<file path="src/logic/mds_fifo.sv">
// empty: the buffer fifo module is defined with the switch logic

</file>
<file path="src/logic/mds_pkg.sv">
// package of constants for the memory data switch
package mds_pkg;
  localparam int unsigned data_width = 64;
  localparam int unsigned half_width = 32;
  localparam int unsigned slice_count = 8;
  localparam int unsigned slice_width = 8;
  localparam int unsigned fifo_depth = 16;
  localparam int unsigned clk_period_ns = 25;
  // cycle timing: strobe at 55 ns into cycle, 8 ns wide
  localparam int unsigned strobe_time_ns = 55;
  localparam int unsigned strobe_width_ns = 8;
  localparam int unsigned strobe_cycles =
    (strobe_time_ns + clk_period_ns - 1) / clk_period_ns;
  localparam int unsigned strobe_len_cycles =
    (strobe_width_ns / clk_period_ns) < 1 ? 1 :
    (strobe_width_ns / clk_period_ns);
  // register byte addresses
  localparam logic [11:0] ctrl_addr = 12'h000;
  localparam logic [11:0] status_addr = 12'h004;
  localparam logic [11:0] mem_rd_lo_addr = 12'h008;
  localparam logic [11:0] mem_rd_hi_addr = 12'h00c;
  localparam logic [11:0] latch_lo_addr = 12'h010;
  localparam logic [11:0] latch_hi_addr = 12'h014;
  // ctrl field positions
  localparam int unsigned ctrl_sink_lsb = 0;
  localparam int unsigned ctrl_outer_en = 2;
  localparam int unsigned ctrl_inner_en = 3;
  localparam logic [31:0] ctrl_reset = 32'h0000_000c;
  // inner half byte mask: bytes 1..4 (bits 8..39)
  localparam logic [7:0] inner_byte_mask = 8'h1e;
  localparam logic [7:0] outer_byte_mask = 8'he1;
  // read destinations
  typedef enum logic [1:0] {
    mds_dest_pe = 2'b00,
    mds_dest_buffer = 2'b01,
    mds_dest_io = 2'b10
  } mds_dest_t;
  // cycle kinds
  typedef enum logic [1:0] {
    mds_op_write = 2'b00,
    mds_op_read = 2'b01,
    mds_op_transfer = 2'b10
  } mds_op_t;
  typedef enum logic [1:0] {
    mds_st_idle = 2'b00,
    mds_st_wait = 2'b01,
    mds_st_strobe = 2'b10,
    mds_st_done = 2'b11
  } mds_state_t;
endpackage

</file>
<file path="src/logic/mds_switch.sv">
// memory data switch: slice latches, input and output selection
//
// The APB slave port and the placing of the registers were left to the implementer.
`timescale 1ns/1ps
`default_nettype none
module mds_switch (
  input wire logic pclk,
  input wire logic presetn,
  input wire logic psel,
  input wire logic penable,
  input wire logic pwrite,
  input wire logic [11:0] paddr,
  input wire logic [31:0] pwdata,
  output logic [31:0] prdata,
  output logic pready,
  output logic pslverr,
  input wire logic cycle_start,
  input wire logic [1:0] cycle_op,
  input wire logic pe_write_select,
  input wire logic io_write_select,
  input wire logic pe_outer_enable,
  input wire logic pe_inner_enable,
  input wire logic [63:0] pe_input_data,
  input wire logic [63:0] io_input_data,
  input wire logic [63:0] memory_read_data,
  output logic memory_write_strobe,
  output logic [63:0] memory_write_data,
  output logic [7:0] memory_byte_enable,
  output logic [63:0] pe_output_data,
  output logic pe_output_valid,
  output logic [63:0] buffer_io_output_data,
  output logic buffer_out_valid,
  input wire logic buffer_out_ready,
  output logic io_output_valid,
  output logic busy
);
  // ***************************************************
  // helpers
  // ***************************************************
  function automatic logic [7:0] half_mask(input logic outer,
                                           input logic inner);
    half_mask = (outer ? mds_pkg::outer_byte_mask : 8'h00) |
                (inner ? mds_pkg::inner_byte_mask : 8'h00);
  endfunction

  function automatic logic [63:0] byte_merge(input logic [63:0] old_w,
                                             input logic [63:0] new_w,
                                             input logic [7:0] m);
    logic [63:0] r;
    r = old_w;
    for (int i = 0; i < 8; i++) begin
      if (m[i]) begin
        r[i*8 +: 8] = new_w[i*8 +: 8];
      end
    end
    byte_merge = r;
  endfunction

  // ***************************************************
  // software registers
  // ***************************************************
  logic [31:0] ctrl;
  logic [1:0] sink_sel;
  logic sw_outer_en;
  logic sw_inner_en;
  logic apb_wr;
  logic [63:0] slice_latch_register;
  logic [63:0] mem_capture;
  mds_pkg::mds_state_t state;
  mds_pkg::mds_op_t op;

  assign sink_sel = ctrl[mds_pkg::ctrl_sink_lsb +: 2];
  assign sw_outer_en = ctrl[mds_pkg::ctrl_outer_en];
  assign sw_inner_en = ctrl[mds_pkg::ctrl_inner_en];
  assign apb_wr = psel && penable && pwrite;
  assign pready = 1'b1;

  always_ff @(posedge pclk or negedge presetn) begin
    if (!presetn) begin
      ctrl <= mds_pkg::ctrl_reset;
    end else if (apb_wr && paddr == mds_pkg::ctrl_addr) begin
      ctrl <= pwdata;
    end
  end

  always_comb begin
    prdata = 32'h0000_0000;
    pslverr = 1'b0;
    unique case (paddr)
      mds_pkg::ctrl_addr: prdata = ctrl;
      mds_pkg::status_addr: prdata = {29'h0, buffer_out_valid,
                                      state};
      mds_pkg::mem_rd_lo_addr: prdata = mem_capture[31:0];
      mds_pkg::mem_rd_hi_addr: prdata = mem_capture[63:32];
      mds_pkg::latch_lo_addr: prdata = slice_latch_register[31:0];
      mds_pkg::latch_hi_addr: prdata = slice_latch_register[63:32];
      default: pslverr = psel && penable;
    endcase
  end

  // ***************************************************
  // cycle sequencer and strobe timing
  // ***************************************************
  logic [2:0] tick;
  logic latch_strobe;
  logic outer_half_enable_latched;
  logic inner_half_enable_latched;
  logic read_output_enable;
  logic transfer_enable;
  logic do_write;
  logic fifo_in_ready;
  logic fifo_in_valid;
  logic [63:0] fifo_in_data;
  logic busy_q;

  assign latch_strobe = (state == mds_pkg::mds_st_strobe);
  assign busy = (state != mds_pkg::mds_st_idle);

  always_ff @(posedge pclk or negedge presetn) begin
    if (!presetn) begin
      state <= mds_pkg::mds_st_idle;
      op <= mds_pkg::mds_op_write;
      tick <= 3'h0;
    end else begin
      unique case (state)
        mds_pkg::mds_st_idle: begin
          tick <= 3'h1;
          if (cycle_start) begin
            op <= mds_pkg::mds_op_t'(cycle_op);
            state <= mds_pkg::mds_st_wait;
          end
        end
        mds_pkg::mds_st_wait: begin
          tick <= tick + 3'h1;
          if (tick >= 3'(mds_pkg::strobe_cycles - 1)) begin
            state <= mds_pkg::mds_st_strobe;
          end
        end
        mds_pkg::mds_st_strobe: begin
          state <= mds_pkg::mds_st_done;
        end
        mds_pkg::mds_st_done: begin
          // wait for buffer room on read/transfer toward buffer
          if (!fifo_in_valid || fifo_in_ready) begin
            state <= mds_pkg::mds_st_idle;
          end
        end
      endcase
    end
  end

  // half enables latched at cycle start
  always_ff @(posedge pclk or negedge presetn) begin
    if (!presetn) begin
      outer_half_enable_latched <= 1'b0;
      inner_half_enable_latched <= 1'b0;
    end else if (state == mds_pkg::mds_st_idle && cycle_start) begin
      if (pe_write_select) begin
        outer_half_enable_latched <= pe_outer_enable && sw_outer_en;
        inner_half_enable_latched <= pe_inner_enable && sw_inner_en;
      end else begin
        outer_half_enable_latched <= 1'b1;
        inner_half_enable_latched <= 1'b1;
      end
    end
  end

  // ***************************************************
  // slice latches with input select
  // ***************************************************
  logic [63:0] in_sel_data;
  logic [7:0] latch_mask;
  logic src_ok;

  // pe select wins when both raised, none means no latch
  assign src_ok = pe_write_select || io_write_select;
  assign in_sel_data = pe_write_select ? pe_input_data
                                       : io_input_data;
  assign latch_mask = half_mask(outer_half_enable_latched,
                                inner_half_enable_latched);

  always_ff @(posedge pclk or negedge presetn) begin
    if (!presetn) begin
      slice_latch_register <= 64'h0;
    end else if (latch_strobe && src_ok &&
                 op != mds_pkg::mds_op_read) begin
      slice_latch_register <= byte_merge(slice_latch_register,
                                         in_sel_data,
                                         latch_mask);
    end
  end

  always_ff @(posedge pclk or negedge presetn) begin
    if (!presetn) begin
      mem_capture <= 64'h0;
    end else if (latch_strobe && op == mds_pkg::mds_op_read) begin
      mem_capture <= memory_read_data;
    end
  end

  // ***************************************************
  // destinations and output select
  // ***************************************************
  assign do_write = (state == mds_pkg::mds_st_done) &&
                    op == mds_pkg::mds_op_write && src_ok;
  assign read_output_enable = (state == mds_pkg::mds_st_done) &&
                              op == mds_pkg::mds_op_read;
  assign transfer_enable = (state == mds_pkg::mds_st_done) &&
                           op == mds_pkg::mds_op_transfer;

  always_ff @(posedge pclk or negedge presetn) begin
    if (!presetn) begin
      memory_write_strobe <= 1'b0;
      memory_write_data <= 64'h0;
      memory_byte_enable <= 8'h00;
      pe_output_data <= 64'h0;
      pe_output_valid <= 1'b0;
      io_output_valid <= 1'b0;
    end else begin
      memory_write_strobe <= do_write && !memory_write_strobe;
      memory_byte_enable <= do_write ? latch_mask : 8'h00;
      if (do_write) begin
        memory_write_data <= slice_latch_register;
      end
      pe_output_valid <= read_output_enable &&
                         sink_sel == mds_pkg::mds_dest_pe && !busy_q;
      if (read_output_enable && sink_sel == mds_pkg::mds_dest_pe) begin
        pe_output_data <= mem_capture;
      end
      io_output_valid <= read_output_enable &&
                         sink_sel == mds_pkg::mds_dest_io && !busy_q;
    end
  end

  always_ff @(posedge pclk or negedge presetn) begin
    if (!presetn) begin
      busy_q <= 1'b0;
    end else begin
      busy_q <= (state == mds_pkg::mds_st_done);
    end
  end

  // read to buffer or any transfer goes through the buffer fifo
  // held through done until taken, so a full buffer stalls the cycle
  assign fifo_in_valid = transfer_enable ||
                         (read_output_enable &&
                          sink_sel == mds_pkg::mds_dest_buffer);
  // transfer takes only enabled halves, memory not involved
  assign fifo_in_data = transfer_enable ?
                        (slice_latch_register &
                         {{8{latch_mask[7]}}, {8{latch_mask[6]}},
                          {8{latch_mask[5]}}, {8{latch_mask[4]}},
                          {8{latch_mask[3]}}, {8{latch_mask[2]}},
                          {8{latch_mask[1]}}, {8{latch_mask[0]}}})
                        : mem_capture;

  logic [63:0] fifo_out_data;
  logic [63:0] io_hold;
  mds_fifo #(
    .width(mds_pkg::data_width),
    .depth(mds_pkg::fifo_depth)
  ) u_fifo (
    .pclk(pclk),
    .presetn(presetn),
    .in_valid(fifo_in_valid),
    .in_ready(fifo_in_ready),
    .in_data(fifo_in_data),
    .out_valid(buffer_out_valid),
    .out_ready(buffer_out_ready),
    .out_data(fifo_out_data)
  );

  always_ff @(posedge pclk or negedge presetn) begin
    if (!presetn) begin
      io_hold <= 64'h0;
    end else if (read_output_enable &&
                 sink_sel == mds_pkg::mds_dest_io) begin
      io_hold <= mem_capture;
    end
  end

  // io side shows buffer head when present, else io read data
  assign buffer_io_output_data = buffer_out_valid ? fifo_out_data
                                                  : io_hold;
endmodule // mds_switch

// ***************************************************
// buffer fifo, valid/ready on both sides
// ***************************************************
module mds_fifo #(
  parameter int unsigned width = 64,
  parameter int unsigned depth = 16
) (
  input wire logic pclk,
  input wire logic presetn,
  input wire logic in_valid,
  output logic in_ready,
  input wire logic [width-1:0] in_data,
  output logic out_valid,
  input wire logic out_ready,
  output logic [width-1:0] out_data
);
  localparam int unsigned aw = $clog2(depth);
  logic [width-1:0] mem [depth];
  logic [aw-1:0] wr_ptr;
  logic [aw-1:0] rd_ptr;
  logic [aw:0] count;
  logic push;
  logic pop;

  assign in_ready = (count != (aw + 1)'(depth));
  assign out_valid = (count != '0);
  assign push = in_valid && in_ready;
  assign pop = out_valid && out_ready;
  assign out_data = mem[rd_ptr];

  always_ff @(posedge pclk) begin
    if (push) begin
      mem[wr_ptr] <= in_data;
    end
  end

  always_ff @(posedge pclk or negedge presetn) begin
    if (!presetn) begin
      wr_ptr <= '0;
      rd_ptr <= '0;
      count <= '0;
    end else begin
      if (push) begin
        wr_ptr <= wr_ptr + 1'b1;
      end
      if (pop) begin
        rd_ptr <= rd_ptr + 1'b1;
      end
      if (push && !pop) begin
        count <= count + 1'b1;
      end else if (pop && !push) begin
        count <= count - 1'b1;
      end
    end
  end
endmodule // mds_fifo
`default_nettype wire

</file>
<file path="config.mk">
export PLATFORM = sky130hd
export DESIGN_NAME = mds_switch
export DESIGN_NICKNAME = d
export VERILOG_FILES = /design/src/logic/mds_fifo.sv /design/src/logic/mds_pkg.sv /design/src/logic/mds_switch.sv
export SDC_FILE = /design/constraint.sdc
export NUM_CORES = 2
export LEC_CHECK = 0
export ABC_CLOCK_PERIOD_IN_PS = 8600
export BUFFER_PORTS_ARGS = -buffer_cell sky130_fd_sc_hd__buf_2
export CAP_MARGIN = 10
export CORE_ASPECT_RATIO = 0.8
export CORE_MARGIN = 1
export CORE_UTILIZATION = 55
export CTS_BUF_LIST = sky130_fd_sc_hd__clkbuf_8
export CTS_CLUSTER_DIAMETER = 150
export DETAILED_ROUTE_END_ITERATION = 8
export PLACE_DENSITY = 0.73
export SYNTH_ARGS = -nofsm -noshare
export SYNTH_HDL_FRONTEND = slang
export SYNTH_SLANG_ARGS = --single-unit
</file>
<file path="constraint.sdc">
create_clock -name pclk -period 8.6 [get_ports pclk]
set_clock_uncertainty 0.1 [all_clocks]
set_input_delay 1.72 -clock pclk [delete_from_list [all_inputs] [get_ports pclk]]
set_output_delay 1.72 -clock pclk [all_outputs]
set_load 0.02 [all_outputs]
</file>
==> metrics.md <==
| Metric | Value |
|---|---|
| Pwr Total | 23.1 mW |
| P_leak | 24.9 nW |
| Starting Density | 55.8% |
| Worst path max stage delay | 1.04 ns |
| Setup_tns | 0 ns |
| Vias in the first global route | 32500 |
| Clock Tree Root | clkbuf_8 |
| Unique masters post-synth | 53 |
| CTS buffer count | 206 |
| Post-CTS Hold Buffers | 0 |
| Placed wire-length estimate | 104000 um |
| Register area share after synthesis | 71.4% |
| CP arrival | 4.49 ns |
| Hold Vio Cnt, Final | 0 |
| Syn_area_per_cell | 18.3 sq um |
| Mapped Cells | 3076 |
| Worst Setup Start Kind | input port |
| Die area | 104000 sq um |
| Post-CTS Setup Bufs | 0 |
| Warnings, synthesis | 0 |
| Slew margin rel. | 12.5% |
| Cell Chain, Critical Path | buf_2, nor2b_2, buf_4, a22o_1, a22oi_1, o211ai_1, buf_2 |
| Maximum fanout along the worst path | 33 |
| Sw Share | 37.2% |
| Die X-Extent | 360 um |
| Critical R2R Capture | u_fifo.count[4] |
| Finished Core Util | 64.0% |
| CP endpoint kind | output port |
| Worst r2r path cells | 12 |
| Fraction of registers with async set/reset | 27.1% |
| First-pass GRT wire length | 236000 um |
| Cell taking the most area after synthesis | edfxtp_1 |
| EDFF count, synth | 1024 |
| Worst Setup Path Type | in -> out |
| Area post-placement | 60800 sq um |
| Clk slew on worst S/H paths | 0.06 ns |
| Clock power frac | 22.1% |
| Site Rows | 104 |
| Area contributors post-synth | edfxtp_1 55%, dfrtp_1 17%, mux4_2 10% |
| Status | finished, final reports clean |
| Int Pwr | 14.5 mW |
| Syn Nets | 3342 |
| Min Tclk post-route | 6.31 ns |
| GR Overflow Total | 0 |
| Cell Pwr Density | 357 nW/um^2 |
| Layout Cells excl Fill | 5205 |
| DRC | 0 |
| Total GRT Usage | 32.6% |
| Worst EP required | 6.78 ns |
| Top delay family on crit path | compound AO/OA/AOI/OAI gates |
| Post-DRT Antenna Nets | 0 |
| Placed insts | 4812 |
| Max Root-Sink Buffers | 3 |
| Critical path depth | 7 |
| Max Cap Violations | 0 |
| Reg2reg setup slack | 4.02 ns |
| DR pass1 iterations | 6 |
| Ports | 488 |
| Most frequent CP cell | buf_2 |
| Post-synth top area share | 54.5% |
| Clock net sink count | 1404 |
| Cts repair resizes | 0 |
| Synth Cell Area | 56400 sq um |
| Antenna violations before repair | 14 |
| Slowest stage cell, crit path | o211ai_1 |
| Initial DRC count | 4968 |
| Vias post-DR | 33400 |
| Post-synth top flop | edfxtp_1 |
| Core Region | 101000 sq um |
| NetSw | 8.59 mW |
| # setup viols final | 0 |
| Pin count of the biggest net entering global routing | 142 |
| Comb power frac | 32.9% |
| IR Drop Worst-Case VDD | 356 uV |
| Worst setup path end | prdata[3] |
| Total Wirelength | 168000 um |
| Die Ht | 288 um |
| Max-slew violations | 0 |
| Net count, final | 3961 |
| I/O Buffers | 486 |
| Layout cells sized above 1 | 37.8% |
| Post-synthesis register bit count | 1404 |
| Sequential power share | 45.0% |
| H-tree levels | 4 |
| Wire per inst | 32.3 um |
| Met3 WL | 24800 um |
| Routed vias/inst | 6.41 |
| Worst slew pin tran | 1.31 ns |
| RSZ-0062 raised after global routing | false |
| Final Cycle Share | 73.4% |
| Crit path buf inv count | 3 |
| Worst R2R Start | u_fifo.count[1] |
| DR WL met2 | 75500 um |
| DRT met1 WL | 62200 um |
| Area growth syn-to-layout | 14.7% |
| Clk Latency, worst-skew pair | 0.91 ns |
| Top Layer Used | met5 |
| CTS tree | yes |
| Crit path from | paddr[3] |
| Max Clk Rate | 158 MHz |
| RePlAce Congestion | 0.880 |
| Post-route cell area | 64700 sq um |
| Hold Crit Class | reg -> reg |
## metal layers
layer / vias to the layer above / GRT usage (%)
met1: 17200 / 44.8
met4: 8 / 12.1
li1: 13500 / -
met3: 290 / 11.9
met5: - / 0
met2: 2347 / 48.0
## state kept, by name, summed over array words and instances (netlist names)
register	count
memory_write_data	64
memory_byte_enable	2
tick	3
outer_half_enable_latched	1
io_hold	64
op	2
memory_write_strobe	1
slice_latch_register	64
pe_output_data	64
inner_half_enable_latched	1
u_fifo.mem	1024
state	2
u_fifo.rd_ptr	4
mem_capture	64
pe_output_valid	1
u_fifo.wr_ptr	4
busy_q	1
io_output_valid	1
u_fifo.count	5
ctrl	32
## cells in the mapped netlist (6+ instances only)
cell type and number:
edfxtp_1 1024, dfrtp_1 378, mux2_2 266, mux4_2 256, nand2_1 209, o21ai_0 133, mux2i_1 130, clkbuf_1 117
a21o_1 68, o22ai_1 66, a211oi_1 64, buf_2 58, a22oi_1 33, mux2_4 30, and2_1 29, a221o_1 28
o2bb2ai_1 27, nor2_1 21, buf_1 18, ha_1 16, buf_4 11, inv_1 11, xnor2_1 10, nand3_1 9
nor3_1 7, a21oi_1 6
## cell type report
type                    count  area, sq um
diodes                      9         22.5
clock buffers             220         3030
clock inverters           164          870
fillers                  6893        36400
inverters                  11         41.3
multi-input cells        1453        15300
flip-flops and latches   1404        40300
well taps                1325         1660
repair buffers            619         3510
## cell usage in the layout, fill, tap and decap left out, types with 19 or more instances in the layout
master and n:
o21ai_0 133, o22ai_1 66, mux2i_1 130, inv_1 89, dfrtp_1 373, clkinv_1 51
a22oi_1 33, nand2_1 207, buf_2 484, a21o_1 68, edfxtp_1 1024, mux4_2 256
clkbuf_8 220, mux2_2 266, buf_4 129, clkinv_2 19, a221o_1 28, o2bb2ai_1 27
mux2_4 30, and2_1 28, a211oi_1 64
## worst min path at each step
stage / from / to / slack [ns] / cells past startpoint
3_5_place_dp: memory_write_strobe / memory_write_strobe / 0.32 / 1
4_1_cts: memory_write_strobe / memory_write_strobe / 0.33 / 1
5_1_grt: memory_write_strobe / memory_write_strobe / 0.34 / 1
6_report: memory_write_strobe / memory_write_strobe / 0.33 / 1
3_3_place_gp: memory_write_strobe / memory_write_strobe / 0.31 / 1
2_1_floorplan: busy_q / io_output_valid / 0.31 / 1
## cells by family after synthesis
logic type               share of synthesized area (%)
flip-flops                                        71.4
multiplexers                                      18.6
AO/OA/AOI/OAI                                     5.24
AND/OR/NAND/NOR                                   2.42
buffers and inverters                             1.76
adder cells (fa/ha/maj)                          0.390
XOR/XNOR                                         0.171
other                                          0.00665
## power by group through the flow
stage	sequential (mW)	combinational (mW)	clock, mW
after floorplan	9.81	4.75	0
after global placement	10.5	7.40	0
after detailed placement	10.5	7.53	0
after CTS	10.3	7.56	5.17
after global routing	10.4	8.02	5.47
final	10.4	7.59	5.11
## stage by stage
step	hold slack [ns]	setup WS, ns
detailed placement	0.319	2.59
finish	0.326	2.29
global route	0.338	2.31
global placement	0.311	2.65
floorplan	0.305	2.24
CTS	0.328	2.55
No activity file was read; power rests on OpenSTA's default activity.
